[src/common/bmc_pkg.sv]
// Purpose: shared constants, types and carriers of the battery monitor and
//          charger control block
// Assumes: 25 MHz reference clock
// Notes:   analog levels are codes; level = base + code * step
package bmc_pkg;

	// clock and derived timing counts
	localparam int unsigned CLK_HZ = 25_000_000;
	localparam int unsigned CLK_PER_US = CLK_HZ / 1_000_000;
	localparam int unsigned DOCK_DEB_US = 100_000; // dock debounce, 100 ms
	// strictly longer than the debounce time, hence the extra cycle
	localparam int unsigned DOCK_DEB_CYC = DOCK_DEB_US * CLK_PER_US + 1;
	localparam int unsigned REL_TO_US = 3_000; // release timeout, least 3.0 ms
	localparam int unsigned REL_TO_CYC = REL_TO_US * CLK_PER_US;
	localparam int unsigned SETTLE_US = 50; // settle window after a margin move
	localparam int unsigned SETTLE_CYC = SETTLE_US * CLK_PER_US;
	localparam int unsigned MINUTE_S = 60;
	localparam int unsigned MINUTE_CYC = MINUTE_S * CLK_HZ;

	// counter widths
	localparam int unsigned DOCK_W = 22;
	localparam int unsigned REL_W = 17;
	localparam int unsigned SETTLE_W = 12;
	localparam int unsigned PRESC_W = 31;
	localparam int unsigned MIN_W = 11;

	// charge termination timer settings in minutes
	localparam logic [10:0] PRE_TMR_MIN1 = 11'h02c; // 44 min
	localparam logic [10:0] PRE_TMR_MIN2 = 11'h057; // 1 h 27 min
	localparam logic [10:0] PRE_TMR_MIN3 = 11'h0af; // 2 h 55 min
	localparam logic [10:0] FAST_TMR_MIN1 = 11'h15c; // 5 h 48 min
	localparam logic [10:0] FAST_TMR_MIN2 = 11'h2b8; // 11 h 36 min
	localparam logic [10:0] FAST_TMR_MIN3 = 11'h564; // 23 h

	// margin levels and channel groups
	localparam logic [2:0] MARGIN_NOM = 3'h0;
	localparam logic [2:0] MARGIN_HIGH = 3'h1;
	localparam logic [2:0] MARGIN_LOW = 3'h2;
	localparam logic [2:0] SEVEN_MAX = 3'h6;
	localparam logic [7:0] SEVEN_CH_MASK = 8'h30; // channels 4 and 5
	localparam logic [7:0] SEVEN_LOST_MASK = 8'hc9; // channels 0, 3, 6, 7

	// positions of the asynchronous sense inputs in the synchroniser
	localparam int unsigned SY_DOCK = 0;
	localparam int unsigned SY_PF = 1;
	localparam int unsigned SY_LOW = 2;
	localparam int unsigned SY_V2 = 3;
	localparam int unsigned SY_PREV = 4;
	localparam int unsigned SY_FLOAT = 5;
	localparam int unsigned SY_TERM = 6;
	localparam int unsigned SY_TOVER = 7;
	localparam int unsigned SY_TUNDER = 8;
	localparam int unsigned SY_PWRON = 9;
	localparam int unsigned SY_N = 10;

	// fault log bits
	localparam int unsigned FLT_PRE = 0;
	localparam int unsigned FLT_FAST = 1;

	typedef enum logic [1:0] {
		BMC_RESP_NONE = 2'b00,
		BMC_RESP_POWER_OFF = 2'b01,
		BMC_RESP_FORCE = 2'b10
	} bmc_resp_t;

	typedef enum logic [2:0] {
		BMC_CHG_IDLE = 3'b000,
		BMC_CHG_TRICKLE = 3'b001,
		BMC_CHG_PRE = 3'b010,
		BMC_CHG_FAST = 3'b011,
		BMC_CHG_TAPER = 3'b100,
		BMC_CHG_SUSP = 3'b101,
		BMC_CHG_DONE = 3'b110
	} bmc_chg_state_t;

	// threshold codes handed to the comparator DACs
	typedef struct packed {
		logic [2:0] dock_sel; // 3.4 V + code * 200 mV
		logic [2:0] pf_sel; // 2.55 V + code * 150 mV
		logic [2:0] low_sel; // 2.55 V + code * 150 mV
		logic [2:0] pre_v_sel; // 2.5 V + code * 100 mV
		logic [2:0] over_t_sel; // 30 C + code * 5 C
		logic [2:0] under_t_sel; // -20 C + code * 5 C
	} bmc_thresh_t;

	typedef struct packed {
		logic [3:0] pre_i_sel; // 25 mA + code * 15 mA
		logic [3:0] fast_i_sel; // 100 mA + code * 60 mA
		logic wait_cmd; // charge only after a start command
		logic skip_taper; // finish at float voltage
		logic [1:0] pre_tmr_sel; // 0 disables
		logic [1:0] fast_tmr_sel; // 0 disables
	} bmc_chg_cfg_t;

	typedef struct packed {
		logic valid;
		logic [2:0] ch;
		logic [2:0] level;
	} bmc_margin_wr_t;

endpackage

[src/design/bmc_timer.sv]
// Purpose: run-length timer; counts while run is held, clears when dropped
// Assumes: limit is stable while running
// Notes:   done stays high while run is held after the limit is reached
`timescale 1ns/1ps
module bmc_timer #(
	parameter int unsigned W = 16
) (
	input logic ref_clk_in,
	input logic rst_b_in,
	input logic run_in,
	input logic [W-1:0] limit_in,
	output logic done_out
);

	logic [W-1:0] cnt_q;

	// saturate at the limit so a held run never wraps into a false restart
	always_ff @(posedge ref_clk_in) begin
		if (!rst_b_in) begin
			cnt_q <= '0;
		end else if (!run_in) begin
			cnt_q <= '0;
		end else if (cnt_q != limit_in) begin
			cnt_q <= cnt_q + 1'b1;
		end
	end

	assign done_out = run_in && (cnt_q == limit_in);

endmodule // bmc_timer

[src/design/bmc_ctrl.sv]
// Purpose: battery supervision, fault response, margin state and Li-ion
//          charge sequencing for a multi-channel power manager
// Assumes: analog comparators outside; their outputs are asynchronous
// Notes:   host commands are one-cycle pulses on ref_clk_in
`timescale 1ns/1ps
module bmc_ctrl #(
	parameter int unsigned DOCK_DEB_CYC = bmc_pkg::DOCK_DEB_CYC,
	parameter int unsigned REL_TO_CYC = bmc_pkg::REL_TO_CYC,
	parameter int unsigned MINUTE_CYC = bmc_pkg::MINUTE_CYC
) (
	input logic ref_clk_in,
	input logic rst_b_in,
	input logic dock_above_in,
	input logic pf_above_in,
	input logic low_above_in,
	input logic batt_above_2v_in,
	input logic batt_above_pre_in,
	input logic batt_at_float_in,
	input logic chg_below_term_in,
	input logic temp_over_in,
	input logic temp_under_in,
	input logic power_on_pin_in,
	input logic pf_clear_cmd_in,
	input logic power_on_cmd_in,
	input logic charge_start_cmd_in,
	input logic fault_log_clear_in,
	input bmc_pkg::bmc_margin_wr_t margin_wr_in,
	input bmc_pkg::bmc_thresh_t thresh_cfg_in,
	input bmc_pkg::bmc_chg_cfg_t chg_cfg_in,
	input bmc_pkg::bmc_resp_t fault_resp_in,
	input logic latch_off_en_in,
	input logic seven_level_en_in,
	input logic uvov_suppress_en_in,
	output logic dock_present_out,
	output logic power_fail_out,
	output logic battery_low_n_out,
	output logic power_off_req_out,
	output logic force_shutdown_out,
	output logic outputs_held_out,
	output bmc_pkg::bmc_thresh_t thresh_dac_out,
	output logic [23:0] margin_status_out,
	output logic [7:0] uvov_mask_out,
	output logic dvm_busy_out,
	output bmc_pkg::bmc_chg_state_t charge_state_out,
	output logic charge_en_out,
	output logic [3:0] charge_current_out,
	output logic [1:0] charge_fault_out
);

	logic [bmc_pkg::SY_N-1:0] sense_raw;
	logic [bmc_pkg::SY_N-1:0] sync1_q;
	logic [bmc_pkg::SY_N-1:0] sync2_q;
	logic pwr_prev_q;
	logic dock_s, pf_above_s, low_above_s, pwr_toggle;
	logic dock_done, pf_done, low_done, settle_done;
	logic dock_present_q, pf_q, pf_pend_q, low_q, low_rel, clear_evt;
	logic low_n_q;
	logic fault_rise, power_off_q, force_q, held_q;
	bmc_pkg::bmc_thresh_t thresh_q;
	logic [7:0][2:0] margin_q;
	logic [7:0] mask_q;
	logic wr_ok, mask_set, busy_q;
	bmc_pkg::bmc_chg_state_t state_q, state_d, resume_q;
	logic start_pend_q, temp_bad, chg_go, charge_en_q;
	logic [3:0] current_q;
	logic [1:0] fault_q;
	logic pre_run, fast_run, tick, pre_exp, fast_exp;
	logic [bmc_pkg::PRESC_W-1:0] presc_q;
	logic [bmc_pkg::MIN_W-1:0] pre_min_q, fast_min_q, pre_lim, fast_lim;

	assign sense_raw = {power_on_pin_in, temp_under_in, temp_over_in,
		chg_below_term_in, batt_at_float_in, batt_above_pre_in,
		batt_above_2v_in, low_above_in, pf_above_in, dock_above_in};

	// battery levels reset to above so a reset alone never trips a fault
	localparam logic [bmc_pkg::SY_N-1:0] SY_RST =
		bmc_pkg::SY_N'((1 << bmc_pkg::SY_PF) | (1 << bmc_pkg::SY_LOW));

	// two-flop synchroniser; power pin also keeps a history bit for toggles
	always_ff @(posedge ref_clk_in) begin
		if (!rst_b_in) begin
			sync1_q <= SY_RST;
			sync2_q <= SY_RST;
			pwr_prev_q <= 1'b0;
		end else begin
			sync1_q <= sense_raw;
			sync2_q <= sync1_q;
			pwr_prev_q <= sync2_q[bmc_pkg::SY_PWRON];
		end
	end

	assign dock_s = sync2_q[bmc_pkg::SY_DOCK];
	assign pf_above_s = sync2_q[bmc_pkg::SY_PF];
	assign low_above_s = sync2_q[bmc_pkg::SY_LOW];
	assign pwr_toggle = sync2_q[bmc_pkg::SY_PWRON] ^ pwr_prev_q;
	assign temp_bad = sync2_q[bmc_pkg::SY_TOVER] | sync2_q[bmc_pkg::SY_TUNDER];

	// threshold codes to the DACs; registered so a config glitch never
	// reaches the analog side mid-cycle
	always_ff @(posedge ref_clk_in) begin
		if (!rst_b_in) begin
			thresh_q <= '0;
		end else begin
			thresh_q <= thresh_cfg_in;
		end
	end

	// dock debounce: any drop of the comparator restarts the count
	bmc_timer #(.W(bmc_pkg::DOCK_W)) u_dock_deb (
		.ref_clk_in(ref_clk_in),
		.rst_b_in(rst_b_in),
		.run_in(dock_s),
		.limit_in(bmc_pkg::DOCK_W'(DOCK_DEB_CYC)),
		.done_out(dock_done)
	);

	always_ff @(posedge ref_clk_in) begin
		if (!rst_b_in) begin
			dock_present_q <= 1'b0;
		end else if (!dock_s) begin
			dock_present_q <= 1'b0;
		end else if (dock_done) begin
			dock_present_q <= 1'b1;
		end
	end

	// battery-low release timer runs only while the battery is above
	bmc_timer #(.W(bmc_pkg::REL_W)) u_low_rel (
		.ref_clk_in(ref_clk_in),
		.rst_b_in(rst_b_in),
		.run_in(low_q && low_above_s),
		.limit_in(bmc_pkg::REL_W'(REL_TO_CYC)),
		.done_out(low_done)
	);

	assign low_rel = low_q && low_done;

	// not latched: any dip below the threshold reasserts at once; the pin
	// copy has its own flop so the output carries no inverter
	always_ff @(posedge ref_clk_in) begin
		if (!rst_b_in) begin
			low_q <= 1'b0;
			low_n_q <= 1'b1;
		end else if (!low_above_s) begin
			low_q <= 1'b1;
			low_n_q <= 1'b0;
		end else if (low_rel) begin
			low_q <= 1'b0;
			low_n_q <= 1'b1;
		end
	end

	// clear events only count once the battery is back above the level
	assign clear_evt = low_rel | dock_present_q | pf_clear_cmd_in;

	bmc_timer #(.W(bmc_pkg::REL_W)) u_pf_rel (
		.ref_clk_in(ref_clk_in),
		.rst_b_in(rst_b_in),
		.run_in(pf_pend_q && pf_above_s),
		.limit_in(bmc_pkg::REL_W'(REL_TO_CYC)),
		.done_out(pf_done)
	);

	// power-fail latch; falling below the level beats any release
	always_ff @(posedge ref_clk_in) begin
		if (!rst_b_in) begin
			pf_q <= 1'b0;
			pf_pend_q <= 1'b0;
		end else if (!pf_above_s) begin
			pf_q <= 1'b1;
			pf_pend_q <= 1'b0;
		end else if (pf_q && pf_pend_q && pf_done) begin
			pf_q <= 1'b0;
			pf_pend_q <= 1'b0;
		end else if (pf_q && clear_evt) begin
			pf_pend_q <= 1'b1;
		end
	end

	// programmed response on a fresh assertion of either indicator
	assign fault_rise = (!pf_above_s && !pf_q) || (!low_above_s && !low_q);

	always_ff @(posedge ref_clk_in) begin
		if (!rst_b_in) begin
			power_off_q <= 1'b0;
			force_q <= 1'b0;
		end else begin
			power_off_q <= fault_rise &&
				(fault_resp_in == bmc_pkg::BMC_RESP_POWER_OFF);
			// one pulse kills every channel, no sequence walk
			force_q <= fault_rise &&
				(fault_resp_in == bmc_pkg::BMC_RESP_FORCE);
		end
	end

	// hold outputs off; a new fault in the release cycle keeps the hold
	always_ff @(posedge ref_clk_in) begin
		if (!rst_b_in) begin
			held_q <= 1'b0;
		end else if (fault_rise && latch_off_en_in &&
			fault_resp_in != bmc_pkg::BMC_RESP_NONE) begin
			held_q <= 1'b1;
		end else if (pwr_toggle || power_on_cmd_in) begin
			held_q <= 1'b0;
		end
	end

	// margin write check: seven levels only on 4 and 5 in that mode
	always_comb begin
		wr_ok = 1'b0;
		if (margin_wr_in.valid) begin
			if (seven_level_en_in &&
				bmc_pkg::SEVEN_CH_MASK[margin_wr_in.ch]) begin
				wr_ok = margin_wr_in.level <= bmc_pkg::SEVEN_MAX;
			end else if (seven_level_en_in &&
				bmc_pkg::SEVEN_LOST_MASK[margin_wr_in.ch]) begin
				wr_ok = 1'b0;
			end else begin
				wr_ok = margin_wr_in.level <= bmc_pkg::MARGIN_LOW;
			end
		end
	end

	assign mask_set = wr_ok && uvov_suppress_en_in &&
		(margin_q[margin_wr_in.ch] != margin_wr_in.level);

	// margin state is volatile: reset always returns every channel nominal
	always_ff @(posedge ref_clk_in) begin
		if (!rst_b_in) begin
			margin_q <= '0;
		end else begin
			for (int i = 0; i < 8; i++) begin
				if (seven_level_en_in && bmc_pkg::SEVEN_LOST_MASK[i]) begin
					margin_q[i] <= bmc_pkg::MARGIN_NOM;
				end else if (!seven_level_en_in &&
					margin_q[i] > bmc_pkg::MARGIN_LOW) begin
					margin_q[i] <= bmc_pkg::MARGIN_NOM;
				end else if (wr_ok && margin_wr_in.ch == 3'(i)) begin
					margin_q[i] <= margin_wr_in.level;
				end
			end
		end
	end

	// one shared settle window, restarted by each new move
	bmc_timer #(.W(bmc_pkg::SETTLE_W)) u_settle (
		.ref_clk_in(ref_clk_in),
		.rst_b_in(rst_b_in),
		.run_in((|mask_q) && !mask_set),
		.limit_in(bmc_pkg::SETTLE_W'(bmc_pkg::SETTLE_CYC)),
		.done_out(settle_done)
	);

	// a fresh move beats the end of the window so it never goes unmasked
	always_ff @(posedge ref_clk_in) begin
		if (!rst_b_in) begin
			mask_q <= '0;
			busy_q <= 1'b0;
		end else begin
			if (mask_set) begin
				mask_q[margin_wr_in.ch] <= 1'b1;
			end else if (settle_done) begin
				mask_q <= '0;
			end
			// busy tells the host to keep off the configuration
			busy_q <= mask_set || ((|mask_q) && !settle_done);
		end
	end

	// charge termination limits from the selection codes
	always_comb begin
		unique case (chg_cfg_in.pre_tmr_sel)
			2'h1: pre_lim = bmc_pkg::PRE_TMR_MIN1;
			2'h2: pre_lim = bmc_pkg::PRE_TMR_MIN2;
			2'h3: pre_lim = bmc_pkg::PRE_TMR_MIN3;
			2'h0: pre_lim = '0;
		endcase
		unique case (chg_cfg_in.fast_tmr_sel)
			2'h1: fast_lim = bmc_pkg::FAST_TMR_MIN1;
			2'h2: fast_lim = bmc_pkg::FAST_TMR_MIN2;
			2'h3: fast_lim = bmc_pkg::FAST_TMR_MIN3;
			2'h0: fast_lim = '0;
		endcase
	end

	// timers keep running through a temperature suspension
	assign pre_run = state_q == bmc_pkg::BMC_CHG_PRE ||
		(state_q == bmc_pkg::BMC_CHG_SUSP && resume_q == bmc_pkg::BMC_CHG_PRE);
	assign fast_run = state_q == bmc_pkg::BMC_CHG_FAST ||
		state_q == bmc_pkg::BMC_CHG_TAPER ||
		(state_q == bmc_pkg::BMC_CHG_SUSP &&
		(resume_q == bmc_pkg::BMC_CHG_FAST ||
		resume_q == bmc_pkg::BMC_CHG_TAPER));
	assign tick = presc_q == bmc_pkg::PRESC_W'(MINUTE_CYC - 1);
	assign pre_exp = chg_cfg_in.pre_tmr_sel != 2'h0 && pre_min_q >= pre_lim;
	assign fast_exp = chg_cfg_in.fast_tmr_sel != 2'h0 &&
		fast_min_q >= fast_lim;

	// minute prescaler and the two minute counters
	always_ff @(posedge ref_clk_in) begin
		if (!rst_b_in || !(pre_run || fast_run) || tick) begin
			presc_q <= '0;
		end else begin
			presc_q <= presc_q + 1'b1;
		end
	end

	always_ff @(posedge ref_clk_in) begin
		if (!rst_b_in || !pre_run) begin
			pre_min_q <= '0;
		end else if (tick && !pre_exp) begin
			pre_min_q <= pre_min_q + 1'b1;
		end
	end

	always_ff @(posedge ref_clk_in) begin
		if (!rst_b_in || !fast_run) begin
			fast_min_q <= '0;
		end else if (tick && !fast_exp) begin
			fast_min_q <= fast_min_q + 1'b1;
		end
	end

	// start command waits in a latch; dropped when the dock goes away
	always_ff @(posedge ref_clk_in) begin
		if (!rst_b_in) begin
			start_pend_q <= 1'b0;
		end else if (charge_start_cmd_in) begin
			start_pend_q <= 1'b1;
		end else if (!dock_present_q ||
			state_q != bmc_pkg::BMC_CHG_IDLE) begin
			start_pend_q <= 1'b0;
		end
	end

	assign chg_go = dock_present_q &&
		(!chg_cfg_in.wait_cmd || start_pend_q);

	// charger sequence; dock loss wins, then timer expiry, then temperature
	always_comb begin
		state_d = state_q;
		if (!dock_present_q) begin
			state_d = bmc_pkg::BMC_CHG_IDLE;
		end else if ((pre_run && pre_exp) || (fast_run && fast_exp)) begin
			state_d = bmc_pkg::BMC_CHG_DONE;
		end else begin
			unique case (state_q)
				bmc_pkg::BMC_CHG_IDLE: begin
					if (chg_go && !temp_bad) begin
						state_d = sync2_q[bmc_pkg::SY_V2] ?
							bmc_pkg::BMC_CHG_PRE : bmc_pkg::BMC_CHG_TRICKLE;
					end
				end
				bmc_pkg::BMC_CHG_TRICKLE: begin
					if (sync2_q[bmc_pkg::SY_V2]) begin
						state_d = bmc_pkg::BMC_CHG_PRE;
					end
				end
				bmc_pkg::BMC_CHG_PRE: begin
					if (sync2_q[bmc_pkg::SY_PREV]) begin
						state_d = bmc_pkg::BMC_CHG_FAST;
					end
				end
				bmc_pkg::BMC_CHG_FAST: begin
					if (sync2_q[bmc_pkg::SY_FLOAT]) begin
						state_d = chg_cfg_in.skip_taper ?
							bmc_pkg::BMC_CHG_DONE : bmc_pkg::BMC_CHG_TAPER;
					end
				end
				bmc_pkg::BMC_CHG_TAPER: begin
					if (sync2_q[bmc_pkg::SY_TERM]) begin
						state_d = bmc_pkg::BMC_CHG_DONE;
					end
				end
				bmc_pkg::BMC_CHG_SUSP: begin
					if (!temp_bad) begin
						state_d = resume_q;
					end
				end
				bmc_pkg::BMC_CHG_DONE: state_d = bmc_pkg::BMC_CHG_DONE;
				default: state_d = bmc_pkg::BMC_CHG_IDLE;
			endcase
			if (temp_bad && state_q != bmc_pkg::BMC_CHG_IDLE &&
				state_q != bmc_pkg::BMC_CHG_SUSP &&
				state_q != bmc_pkg::BMC_CHG_DONE) begin
				state_d = bmc_pkg::BMC_CHG_SUSP;
			end
		end
	end

	// state, resume point and the drive handed to the charge regulator
	always_ff @(posedge ref_clk_in) begin
		if (!rst_b_in) begin
			state_q <= bmc_pkg::BMC_CHG_IDLE;
			resume_q <= bmc_pkg::BMC_CHG_IDLE;
			charge_en_q <= 1'b0;
			current_q <= '0;
		end else begin
			state_q <= state_d;
			if (state_d == bmc_pkg::BMC_CHG_SUSP &&
				state_q != bmc_pkg::BMC_CHG_SUSP) begin
				resume_q <= state_q;
			end
			charge_en_q <= state_d == bmc_pkg::BMC_CHG_TRICKLE ||
				state_d == bmc_pkg::BMC_CHG_PRE ||
				state_d == bmc_pkg::BMC_CHG_FAST ||
				state_d == bmc_pkg::BMC_CHG_TAPER;
			// trickle uses the fixed 2 mA source, so its code stays zero
			if (state_d == bmc_pkg::BMC_CHG_PRE) begin
				current_q <= chg_cfg_in.pre_i_sel;
			end else if (state_d == bmc_pkg::BMC_CHG_FAST ||
				state_d == bmc_pkg::BMC_CHG_TAPER) begin
				current_q <= chg_cfg_in.fast_i_sel;
			end else begin
				current_q <= '0;
			end
		end
	end

	// fault log; an expiry in the clear cycle is kept
	always_ff @(posedge ref_clk_in) begin
		if (!rst_b_in) begin
			fault_q <= '0;
		end else begin
			for (int i = 0; i < 2; i++) begin
				if (i == bmc_pkg::FLT_PRE && pre_run && pre_exp &&
					dock_present_q) begin
					fault_q[i] <= 1'b1;
				end else if (i == bmc_pkg::FLT_FAST && fast_run && fast_exp &&
					dock_present_q) begin
					fault_q[i] <= 1'b1;
				end else if (fault_log_clear_in) begin
					fault_q[i] <= 1'b0;
				end
			end
		end
	end

	assign dock_present_out = dock_present_q;
	assign power_fail_out = pf_q;
	assign battery_low_n_out = low_n_q; // straight from its own flop
	assign power_off_req_out = power_off_q;
	assign force_shutdown_out = force_q;
	assign outputs_held_out = held_q;
	assign thresh_dac_out = thresh_q;
	assign margin_status_out = margin_q;
	assign uvov_mask_out = mask_q;
	assign dvm_busy_out = busy_q;
	assign charge_state_out = state_q;
	assign charge_en_out = charge_en_q;
	assign charge_current_out = current_q;
	assign charge_fault_out = fault_q;
endmodule // bmc_ctrl

[config.mk]
export PLATFORM = sky130hd
export DESIGN_NAME = bmc_ctrl
export DESIGN_NICKNAME = d
export VERILOG_FILES = /design/src/common/bmc_pkg.sv /design/src/design/bmc_timer.sv /design/src/design/bmc_ctrl.sv
export SDC_FILE = /design/constraint.sdc
export NUM_CORES = 1
export LEC_CHECK = 0
export BUFFER_PORTS_ARGS = -buffer_cell sky130_fd_sc_hd__buf_2
export CAP_MARGIN = 5
export CORE_ASPECT_RATIO = 1.4
export CORE_MARGIN = 8
export CORE_UTILIZATION = 60
export DETAILED_ROUTE_END_ITERATION = 10
export GPL_TIMING_DRIVEN = 0
export PLACE_DENSITY = 0.82
export RECOVER_POWER = 100
export SYNTH_ARGS = -nofsm -noshare
export SYNTH_HDL_FRONTEND = slang
export SYNTH_SLANG_ARGS = --single-unit
[constraint.sdc]
create_clock -name ref_clk_in -period 4.7 [get_ports ref_clk_in]
set_input_delay 0 -clock ref_clk_in [delete_from_list [all_inputs] [get_ports ref_clk_in]]
set_output_delay 0 -clock ref_clk_in [all_outputs]
set_load 0.05 [all_outputs]
==> results.tsv, run 1 <==
stage	metric	value	unit
critical_path	Max stage delay on crit path	1.21	ns
critical_path	CP delay by family, top	compound AO/OA/AOI/OAI gates	
placed_design	DP Area	0.01060	mm²
critical_path	critical path peak fanout	6	
synth	Simple-Gate Fraction of Synth Area	26.73	%
critical_path	crit-path cells	ha_1 -> nor2b_1 -> o21ai_0 -> a21oi_1 -> o21ai_0 -> a21oi_1 -> a2111oi_0 -> mux2i_1	
clock_network	CTS sink cnt	215	
clock_network	CTS tree	built	
critical_path	CP Capture Type	flop	
clock_network	H-tree lvl count	1	
clock_network	Clock Latency Late Sink	0.50	ns
detailed_routing	Via density	5.589	
timing	final worst path period share	74.32	%
floorplanning	Die Span Y	166.5	µm
synth	area fraction in compound gates after synthesis	9.500	%
power_and_ir_drop	clock network power share	46.7	%
synth	main combinational cell family by area after synthesis	simple AND/OR/NAND/NOR gates	
placed_design	Post-DP HPWL	16760	µm
synth	Post-Synthesis Cells	1110	
timing	Slew HR	5.603	%
finish	FF+latch area	0.004304	mm²
synth	FF+latch count, synth	215	
detailed_routing	Detail Route Antenna Nets	0	
power_and_ir_drop	Pint	3.070	mW
placed_design	GP Congestion	1.027	
floorplanning	initial core utilization	60.54	%
synth	Post-Syn Area	0.009707	mm²
power_and_ir_drop	Flop pwr share	47.5	%
finish	nets@finish	1409	
timing	RSZ-0062 raised after global routing	false	
synth	Post-Synth Adder-Cell Area	4.898	%
finish	Multi-input gate area	0.005052	mm²
timing	Achievable Freq	286.3	MHz
finish	final instance area	0.01167	mm²
global_routing	largest net degree at the start of global routing	16	
detailed_routing	routed via count	8507	
floorplanning	Core Box Area	0.01603	mm²
floorplanning	# rows	55	
synth	mux share of post-synthesis cell area	2.320	%
critical_path	WP data required	5.12	ns
run_status	status	finished clean	
power_and_ir_drop	Psw	0.8459	mW
global_routing	vias in the first global route	8747	
global_routing	antenna violations before repair	1	
synth	register area share after synthesis	44.34	%
clock_network	clock buffer depth	3	
timing	Slew Viols, Final	0	
timing	Final min period	3.493	ns
clock_network	clk slew on worst S/H paths	0.07	ns
power_and_ir_drop	PwrDens	335.5	mW/mm²
critical_path	Worst Path Arrival	3.91	ns
timing	actual slew at the worst max-slew pin	1.380	ns
clock_network	post-CTS setup repair buffer count	0	
critical_path	CP startpoint kind	flop	
clock_network	CTS Root Cell	clkbuf_16	
finish	Non-Filler Instances	1522	
timing	worst hold slack	0.04422	ns
clock_network	post-CTS sizing	0	
global_routing	GRT overflow	0	
detailed_routing	drt pass-1 iters	5	
global_routing	first-pass GRT wire length	39630	µm
power_and_ir_drop	leakage	4.155	nW
synth	EDFF count, synth	0	
critical_path	Critical-path top delay cell	a2111oi_0	
min_path	Worst Hold Class	in2reg	
global_routing	gr usage total	22.88	%
timing	worst clock skew	0.01818	ns
finish	share of cells above drive strength 1	8.169	%
synth	Avg Inst Size Synth	8.745	µm²
synth	YS warnings	0	
timing	setup_tns	0	ns
detailed_routing	drc violations	0	
power_and_ir_drop	combinational share of power	5.9	%
synth	ys flop type	dfxtp_1	
placed_design	Post-Place Cells	1438	
detailed_routing	total length of routed wires	23780	µm
critical_path	critical path type	reg2reg	
power_and_ir_drop	total power	3.916	mW
synth	Distinct cells, synth	66	
finish	FILL cells	1225	
synth	Synth Area in XOR/XNOR	9.023	%
floorplanning	Die ar.	0.02056	mm²
detailed_routing	drt wl/cell	15.62	µm
job	Max Cap Viol	0	
floorplanning	io pins	127	
power_and_ir_drop	Peak VDD IR	0.3341	mV
floorplanning	Chip Width	123.5	µm
timing	final hold vios	0	
detailed_routing	1st-iter DRT viols	438	
power_and_ir_drop	Sw Share	21.60	%
critical_path	WP buf/inv	0	
timing	setup violators final	0	
synth	fraction of registers with async set/reset	0	%
clock_network	total clock buffers created by CTS	21	
placed_design	port bufs	126	
finish	Area growth, synth to finish	20.22	%
[worst paths after layout]
path | end | cells past startpoint | start | slack (ns)
hold / removal | uvov_mask_out[7] | 4 | margin_wr_in[4] | 0.04
hold reg to reg | sync2_q[1] | 1 | sync1_q[1] | 0.41
setup / recovery | resume_q[0] | 8 | pre_min_q[1] | 1.21
setup reg to reg | resume_q[0] | 8 | pre_min_q[1] | 1.21
[cell type report]
cell class | count | share of cell area [%]
Multi-Input combinational cell | 826 | 43.29
Sequential cell | 215 | 36.88
Timing Repair Buffer | 175 | 8.856
Clock buffer | 27 | 4.953
Tap cell | 199 | 2.134
Clock inverter | 7 | 1.394
Buffer | 37 | 1.340
Inverter | 35 | 1.126
Antenna cell | 1 | 0.02144
[worst reg2reg max path, stage by stage (launching register included)]
cell       delay, ns
dfxtp_1         0.35
ha_1            0.32
nor2b_1         0.13
o21ai_0         0.17
a21oi_1         0.09
o21ai_0         0.58
a21oi_1         0.28
a2111oi_0       1.21
mux2i_1         0.28
[cells in the final DEF, fill, tap and decap left out, types with 7 or more instances in the layout]
cell           instances
dfxtp_1              215
nor2_1               159
nand2_1              105
clkbuf_1             103
nand3_1               69
buf_2                 61
xor2_1                60
a21oi_1               52
dlygate4sd3_1         49
xnor2_1               40
ha_1                  38
inv_1                 34
o21ai_0               33
and2_1                22
clkbuf_16             21
and3_1                20
and2_0                20
nand4_1               18
mux2i_1               18
nor3_1                16
or3_1                 16
nor4_1                15
nor4b_1               11
a31oi_1               10
nor2b_1                9
nand2b_1               9
a21boi_0               7
[sequential cells by signal, summed over array words and instances, names as in the netlist, 2 cells and up]
| register | flops |
|---|---|
| presc_q | 31 |
| sync1_q | 10 |
| charge_state_out | 3 |
| resume_q | 3 |
| charge_fault_out | 2 |
| u_dock_deb.cnt_q | 22 |
| uvov_mask_out | 8 |
| u_settle.cnt_q | 12 |
| charge_current_out | 4 |
| u_low_rel.cnt_q | 17 |
| pre_min_q | 11 |
| u_pf_rel.cnt_q | 17 |
| thresh_dac_out | 18 |
| sync2_q | 10 |
| margin_status_out | 24 |
| fast_min_q | 11 |
[repair_timing]
action,in CTS,in global routing
endpoints found under the setup margin,0,0
hold buffers,49,0
hold endpoints to repair,57,0
[synth_stat cells, types with 3 or more instances]
master | count | area (µm²)
dfxtp_1 | 215 | 4304
nor2_1 | 159 | 596.8
nand2_1 | 105 | 394.1
nand3_1 | 69 | 345.3
xor2_1 | 60 | 525.5
a21oi_1 | 52 | 260.3
and2_1 | 42 | 262.8
xnor2_1 | 40 | 350.3
ha_1 | 38 | 475.5
inv_1 | 34 | 127.6
o21ai_0 | 32 | 160.2
clkbuf_1 | 21 | 78.83
and3_1 | 20 | 125.1
mux2i_1 | 18 | 180.2
nand4_1 | 18 | 112.6
nor3_1 | 16 | 80.08
or3_1 | 16 | 100.1
buf_2 | 13 | 65.06
nor4_1 | 11 | 68.82
nor4b_1 | 11 | 96.34
a31oi_1 | 10 | 62.56
nand2b_1 | 9 | 56.30
nor2b_1 | 9 | 56.30
a211o_1 | 6 | 52.55
a21boi_0 | 6 | 45.04
a22oi_1 | 6 | 45.04
nor3b_1 | 6 | 45.04
nor4_2 | 6 | 75.07
a211oi_1 | 5 | 37.54
a21o_1 | 4 | 30.03
mux2_2 | 4 | 45.04
nand3b_1 | 4 | 30.03
and4_1 | 3 | 26.28
[power by group through the flow]
stage | sequential, mW | combinational, mW | clock [mW]
global route | 1.86 | 0.248 | 1.93
global placement | 1.90 | 0.199 | 0
detailed placement | 1.90 | 0.203 | 0
floorplan | 1.94 | 0.0852 | 0
finish | 1.86 | 0.230 | 1.83
CTS | 1.86 | 0.233 | 1.85
[routing by layer]
metal | up-vias | wire length, µm | GRT usage (%)
met2 | 241 | 12340 | 41.46
met5 | - | 0 | 0
met4 | 0 | 719 | 9.511
li1 | 4206 | - | -
met1 | 4002 | 9304 | 24.79
met3 | 58 | 1416 | 4.704
[metrics by stage]
step	worst slack, ns	utilization [%]
after detailed placement	1.828	66.09
after CTS	1.906	73.77
after global placement	1.874	66.09
after floorplan	2.386	-
after global routing	0.9713	72.78
final	1.207	72.78
[cells by family (layout without fill, tap and decap cells)]
family / count (synthesis) / count (layout)
mux: 22 / 22
xor+xnor: 100 / 100
flops: 215 / 215
other cells: 1 / 5
buf+inv: 72 / 281
simple gates: 517 / 517
fa+ha+maj: 38 / 38
compound gates: 145 / 145
Note: power is estimated with default switching activity, not from simulation.
==> run 2: changes to the inputs <==
--- a/config.mk
+++ b/config.mk
@@ -9,10 +9,10 @@
 export CAP_MARGIN = 5
 export CORE_ASPECT_RATIO = 1.4
 export CORE_MARGIN = 8
-export CORE_UTILIZATION = 60
+export CORE_UTILIZATION = 58
 export DETAILED_ROUTE_END_ITERATION = 10
 export GPL_TIMING_DRIVEN = 0
-export PLACE_DENSITY = 0.82
+export PLACE_DENSITY = 0.8
 export RECOVER_POWER = 100
 export SYNTH_ARGS = -nofsm -noshare
 export SYNTH_HDL_FRONTEND = slang
==> constraint.sdc (replaced) <==
create_clock -name ref_clk_in -period 3.3 [get_ports ref_clk_in]
set_input_delay 0 -clock ref_clk_in [delete_from_list [all_inputs] [get_ports ref_clk_in]]
set_output_delay 0 -clock ref_clk_in [all_outputs]
set_load 0.05 [all_outputs]
==> results.tsv, run 2 (synthesis results as in run 1) <==
stage	metric	value	unit
run_status	status	finished clean	
global_routing	antenna violations before repair	0	
global_routing	first-pass GRT wire length	37920	µm
finish	most frequent cells in the layout	dfxtp_1, nor2_1, clkbuf_1	
timing	Slew Viols, Final	0	
clock_network	H-tree lvl count	1	
detailed_routing	total length of routed wires	23040	µm
finish	max reg flops	31	
clock_network	CTS tree	built	
clock_network	CTS Root Cell	clkbuf_16	
detailed_routing	drt pass-1 iters	6	
global_routing	vias in the first global route	8247	
power_and_ir_drop	Peak VDD IR	0.3442	mV
min_path	Hold Path Stages	4	
placed_design	GP Congestion	0.9328	
global_routing	gr usage total	21.19	%
finish	FILL cells	1304	
detailed_routing	Detail Route Antenna Nets	0	
critical_path	Worst Path Arrival	3.33	ns
critical_path	Max stage delay on crit path	0.58	ns
timing	worst clock skew	0.008565	ns
detailed_routing	drc violations	0	
finish	Final Util	69.74	%
detailed_routing	routed via count	8332	
timing	final worst path period share	89.79	%
timing	Achievable Freq	337.5	MHz
critical_path	crit-path cells	clkbuf_2 -> inv_1 -> a21o_1 -> a222oi_1 -> a21oi_1 -> mux2_1 -> a22oi_1 -> dlygate4sd3_1 -> nor2_1	
critical_path	reg2reg path depth	9	
clock_network	CTS sink cnt	215	
critical_path	WP data required	3.67	ns
finish	diode count	0	
detailed_routing	Via density	5.460	
global_routing	GRT overflow	0	
floorplanning	Die ar.	0.02119	mm²
min_path	Worst Hold Class	in2reg	
clock_network	clk slew on worst S/H paths	0.07	ns
timing	RSZ-0062 raised after global routing	false	
critical_path	CP delay by family, top	compound AO/OA/AOI/OAI gates	
clock_network	total clock buffers created by CTS	21	
floorplanning	# rows	56	
timing	final hold vios	0	
critical_path	Critical-path top delay cell	dlygate4sd3_1	
clock_network	post-CTS sizing	0	
critical_path	CP startpoint kind	flop	
critical_path	critical path peak fanout	10	
global_routing	largest net degree at the start of global routing	15	
finish	share of cells above drive strength 1	8.163	%
power_and_ir_drop	PwrDens	453.2	mW/mm²
finish	Top reg by flops	presc_q	
floorplanning	io pins	127	
clock_network	post-CTS setup repair buffer count	0	
placed_design	Post-DP HPWL	16400	µm
job	Max Cap Viol	0	
timing	Slew HR	38.83	%
timing	actual slew at the worst max-slew pin	0.9092	ns
timing	setup_tns	0	ns
critical_path	critical path type	reg2reg	
floorplanning	Die Span Y	169.1	µm
timing	Final min period	2.963	ns
finish	most common cell after layout, fill and taps aside	dfxtp_1	
critical_path	WP buf/inv	3	
clock_network	Clock Latency Late Sink	0.49	ns
finish	FF+latch area	0.004304	mm²
floorplanning	initial core utilization	58.45	%
placed_design	Post-Place Cells	1442	
power_and_ir_drop	leakage	4.116	nW
floorplanning	Chip Width	125.3	µm
finish	nets@finish	1408	
detailed_routing	drt wl/cell	15.10	µm
floorplanning	Core Box Area	0.01661	mm²
placed_design	port bufs	126	
critical_path	Critical Path Stages	9	
clock_network	clock buffer depth	3	
detailed_routing	1st-iter DRT viols	466	
finish	Area growth, synth to finish	19.31	%
finish	Non-Filler Instances	1526	
timing	setup violators final	0	
finish	Multi-input gate area	0.005059	mm²
critical_path	CP Capture Type	flop	
==> run 2: changes by cell type in the layout (fill, tap and decap cells not counted) <==
cell and change:
and2_1 +2, diode_2 -1, and2_0 -2, clkbuf_2 +1, dlygate4sd3_1 -1, clkinvlp_4 -1
a2111oi_0 -1, clkbuf_1 +3, clkbuf_8 +1, a2111oi_2 +1, bufinv_16 -4, clkinv_2 +2
==> run 2: final cells by class <==
class | count | area share, %
buffer | 37 | 1.361
clock buffer | 32 | 5.240
clock inverter | 4 | 0.3889
inverter | 35 | 1.134
multi-input combinational | 826 | 43.68
sequential | 215 | 37.17
tap | 203 | 2.193
timing repair buffer | 174 | 8.838
==> run 2: report_power, final <==
part	leakage [nW]	internal [mW]	switching, mW
logic	2.05	0.123	0.206
clock network	0.322	1.34	0.932
registers	1.74	2.63	0.0179
total	4.12	4.09	1.16
==> run 2: timing repair <==
action | 4_1_cts | 5_1_grt
hold buffers | 48 | 0
endpoints found under the setup margin | 0 | 0
hold endpoints to repair | 54 | 0
==> run 2: worst min-delay path: cells and delay by family <==
family,cells,cell delay [ns]
and+or+nand+nor,1,0.08
buffers and inverters,2,0.29
AOI/OAI and AO/OA,1,0.11
==> run 2: stage by stage <==
step / setup WS [ns] / total power [mW] / hold slack (ns) / instance area [µm²]
after floorplan: 0.9856 / 2.890 / 0.07580 / 9718
after global placement: 0.4692 / 2.988 / 0.1802 / 10600
after detailed placement: 0.4085 / 2.995 / 0.1838 / 10600
after CTS: 0.5085 / 5.291 / 0.02590 / 11740
after global routing: 0.1050 / 5.435 / 0.07452 / 11580
final: 0.3369 / 5.249 / 0.04021 / 11580
==> run 2: path summary, 6_finish.rpt <==
| check | endpoint | start | slack, ns |
|---|---|---|---|
| max | charge_current_out[0] | charge_state_out[1] | 0.34 |
| min | uvov_mask_out[7] | margin_wr_in[4] | 0.04 |
| max reg2reg | charge_current_out[0] | charge_state_out[1] | 0.34 |
| min reg2reg | sync2_q[2] | sync1_q[2] | 0.41 |
==> run 2: layer usage <==
metal | part of all wire, % | global-route usage, % | routed length, µm
met5 | 0 | 0 | 0
met4 | 3.7 | 8.714 | 854
met3 | 6.1 | 4.660 | 1396
met2 | 51 | 39.78 | 11740
met1 | 39 | 22.38 | 9046
==> run 3: changes to the inputs <==
--- a/config.mk
+++ b/config.mk
@@ -5,14 +5,16 @@
 export SDC_FILE = /design/constraint.sdc
 export NUM_CORES = 1
 export LEC_CHECK = 0
+export ABC_CLOCK_PERIOD_IN_PS = 3300
 export BUFFER_PORTS_ARGS = -buffer_cell sky130_fd_sc_hd__buf_2
 export CAP_MARGIN = 5
 export CORE_ASPECT_RATIO = 1.4
 export CORE_MARGIN = 8
-export CORE_UTILIZATION = 58
+export CORE_UTILIZATION = 60
+export CTS_BUF_LIST = sky130_fd_sc_hd__clkbuf_2 sky130_fd_sc_hd__clkbuf_4 sky130_fd_sc_hd__clkbuf_8
 export DETAILED_ROUTE_END_ITERATION = 10
 export GPL_TIMING_DRIVEN = 0
-export PLACE_DENSITY = 0.8
+export PLACE_DENSITY = 0.82
 export RECOVER_POWER = 100
 export SYNTH_ARGS = -nofsm -noshare
 export SYNTH_HDL_FRONTEND = slang
==> results.tsv, run 3 (synthesis results as in run 1) <==
stage	metric	value	unit
floorplanning	Die Span Y	166.5	µm
critical_path	critical path peak fanout	10	
clock_network	clock buffer depth	3	
global_routing	GRT overflow	0	
clock_network	H-tree lvl count	2	
finish	most common cell after layout, fill and taps aside	dfxtp_1	
finish	Area growth, synth to finish	20.46	%
clock_network	CTS tree	built	
global_routing	largest net degree at the start of global routing	11	
critical_path	Critical-path top delay cell	a222oi_1	
critical_path	CP delay by family, top	compound AO/OA/AOI/OAI gates	
timing	Slew HR	36.77	%
critical_path	WP data required	3.70	ns
timing	setup_tns	0	ns
critical_path	CP startpoint kind	flop	
finish	nets@finish	1423	
detailed_routing	drt wl/cell	15.50	µm
floorplanning	initial core utilization	60.54	%
finish	most frequent cells in the layout	dfxtp_1, nor2_1, nand2_1	
critical_path	critical path type	reg2reg	
detailed_routing	Detail Route Antenna Nets	0	
floorplanning	Core Box Area	0.01603	mm²
critical_path	Max stage delay on crit path	0.60	ns
run_status	status	finished clean	
placed_design	GP Congestion	1.027	
clock_network	post-CTS setup repair buffer count	0	
placed_design	post-place setup slack	0.4282	ns
clock_network	clk slew on worst S/H paths	0.06	ns
power_and_ir_drop	Peak VDD IR	0.3973	mV
timing	actual slew at the worst max-slew pin	0.9398	ns
timing	final worst path period share	89.98	%
floorplanning	io pins	127	
floorplanning	Chip Width	123.5	µm
floorplanning	Die ar.	0.02056	mm²
detailed_routing	drc violations	0	
timing	worst setup margin	0.3307	ns
critical_path	crit-path cells	buf_2 -> inv_1 -> a21o_1 -> a222oi_1 -> a21oi_1 -> mux2_1 -> a22oi_1 -> dlygate4sd3_1 -> nor2_1	
timing	Final min period	2.969	ns
clock_network	CTS sink cnt	215	
finish	max reg flops	31	
global_routing	vias in the first global route	8803	
timing	RSZ-0062 raised after global routing	false	
clock_network	CTS Root Cell	clkbuf_8	
clock_network	Clock Latency Late Sink	0.52	ns
global_routing	first-pass GRT wire length	40110	µm
job	Max Cap Viol	0	
placed_design	Post-DP HPWL	16760	µm
detailed_routing	1st-iter DRT viols	436	
critical_path	flop-to-flop setup slack	0.33	ns
timing	Slew Viols, Final	0	
finish	Top reg by flops	presc_q	
critical_path	Worst Path Arrival	3.37	ns
detailed_routing	Via density	5.586	
placed_design	port bufs	126	
detailed_routing	total length of routed wires	23980	µm
detailed_routing	routed via count	8642	
clock_network	post-CTS sizing	0	
critical_path	WP buf/inv	3	
clock_network	CTS Hold Bufs	50	
detailed_routing	drt pass-1 iters	5	
power_and_ir_drop	PwrDens	467.0	mW/mm²
timing	Achievable Freq	336.8	MHz
finish	FILL cells	1230	
timing	final hold vios	0	
critical_path	CP Capture Type	flop	
global_routing	antenna violations before repair	1	
min_path	Worst Hold Class	in2reg	
timing	worst clock skew	0.02614	ns
floorplanning	# rows	55	
power_and_ir_drop	leakage	4.202	nW
global_routing	gr usage total	23.42	%
clock_network	total clock buffers created by CTS	34	
finish	share of cells above drive strength 1	10.24	%
timing	setup violators final	0	
[run 3: path summary, 6_finish.rpt]
| path | start | end | depth (start not counted) |
|---|---|---|---|
| worst max-delay path | charge_state_out[1] | charge_current_out[3] | 9 |
| worst min-delay path | margin_wr_in[3] | margin_status_out[9] | 4 |
| worst max register to register | charge_state_out[1] | charge_current_out[3] | 9 |
| worst min register to register | sync1_q[1] | sync2_q[1] | 1 |
[run 3: tightest hold or removal path, stage by stage]
cell     delay [ns]
buf_2          0.12
ha_1           0.24
nand3_1        0.09
a21oi_1        0.06
[run 3: per-stage QoR]
step / util (%) / area (µm²) / instances / hold slack (ns) / power, mW
after floorplan: - / 9718 / 1113 / 0.07580 / 2.890
after global placement: 66.09 / 10600 / 1438 / 0.1825 / 2.987
after detailed placement: 66.09 / 10600 / 1438 / 0.1891 / 2.994
after CTS: 73.90 / 11850 / 1546 / 0.01232 / 5.511
after global routing: 72.92 / 11690 / 1547 / 0.04252 / 5.659
final: 72.92 / 11690 / 1547 / 0.03178 / 5.460
[run 3: power by group]
group | switching (mW) | internal, mW
sequential | 0.0188 | 2.63
clock | 1.04 | 1.44
combinational | 0.205 | 0.124
[run 3: area by class of cell]
| type | instances | area (µm²) | area share [%] |
|---|---|---|---|
| Buffer | 37 | 156.4 | 1.338 |
| Inverter | 35 | 131.4 | 1.124 |
| Sequential cell | 215 | 4304 | 36.81 |
| Multi-Input combinational cell | 826 | 5054 | 43.22 |
| Clock inverter | 11 | 135.1 | 1.156 |
| Clock buffer | 47 | 615.6 | 5.265 |
| Tap cell | 199 | 249.0 | 2.129 |
| Timing Repair Buffer | 176 | 1045 | 8.935 |
| Antenna cell | 1 | 2.502 | 0.02140 |
[run 3: per-layer routing]
layer | track usage [%] | vias up | share of wire, %
met4 | 10.19 | 0 | 3.7
met5 | 0 | - | 0
met3 | 5.685 | 76 | 6.7
met2 | 42.55 | 302 | 51
li1 | - | 4234 | -
met1 | 24.56 | 4030 | 38
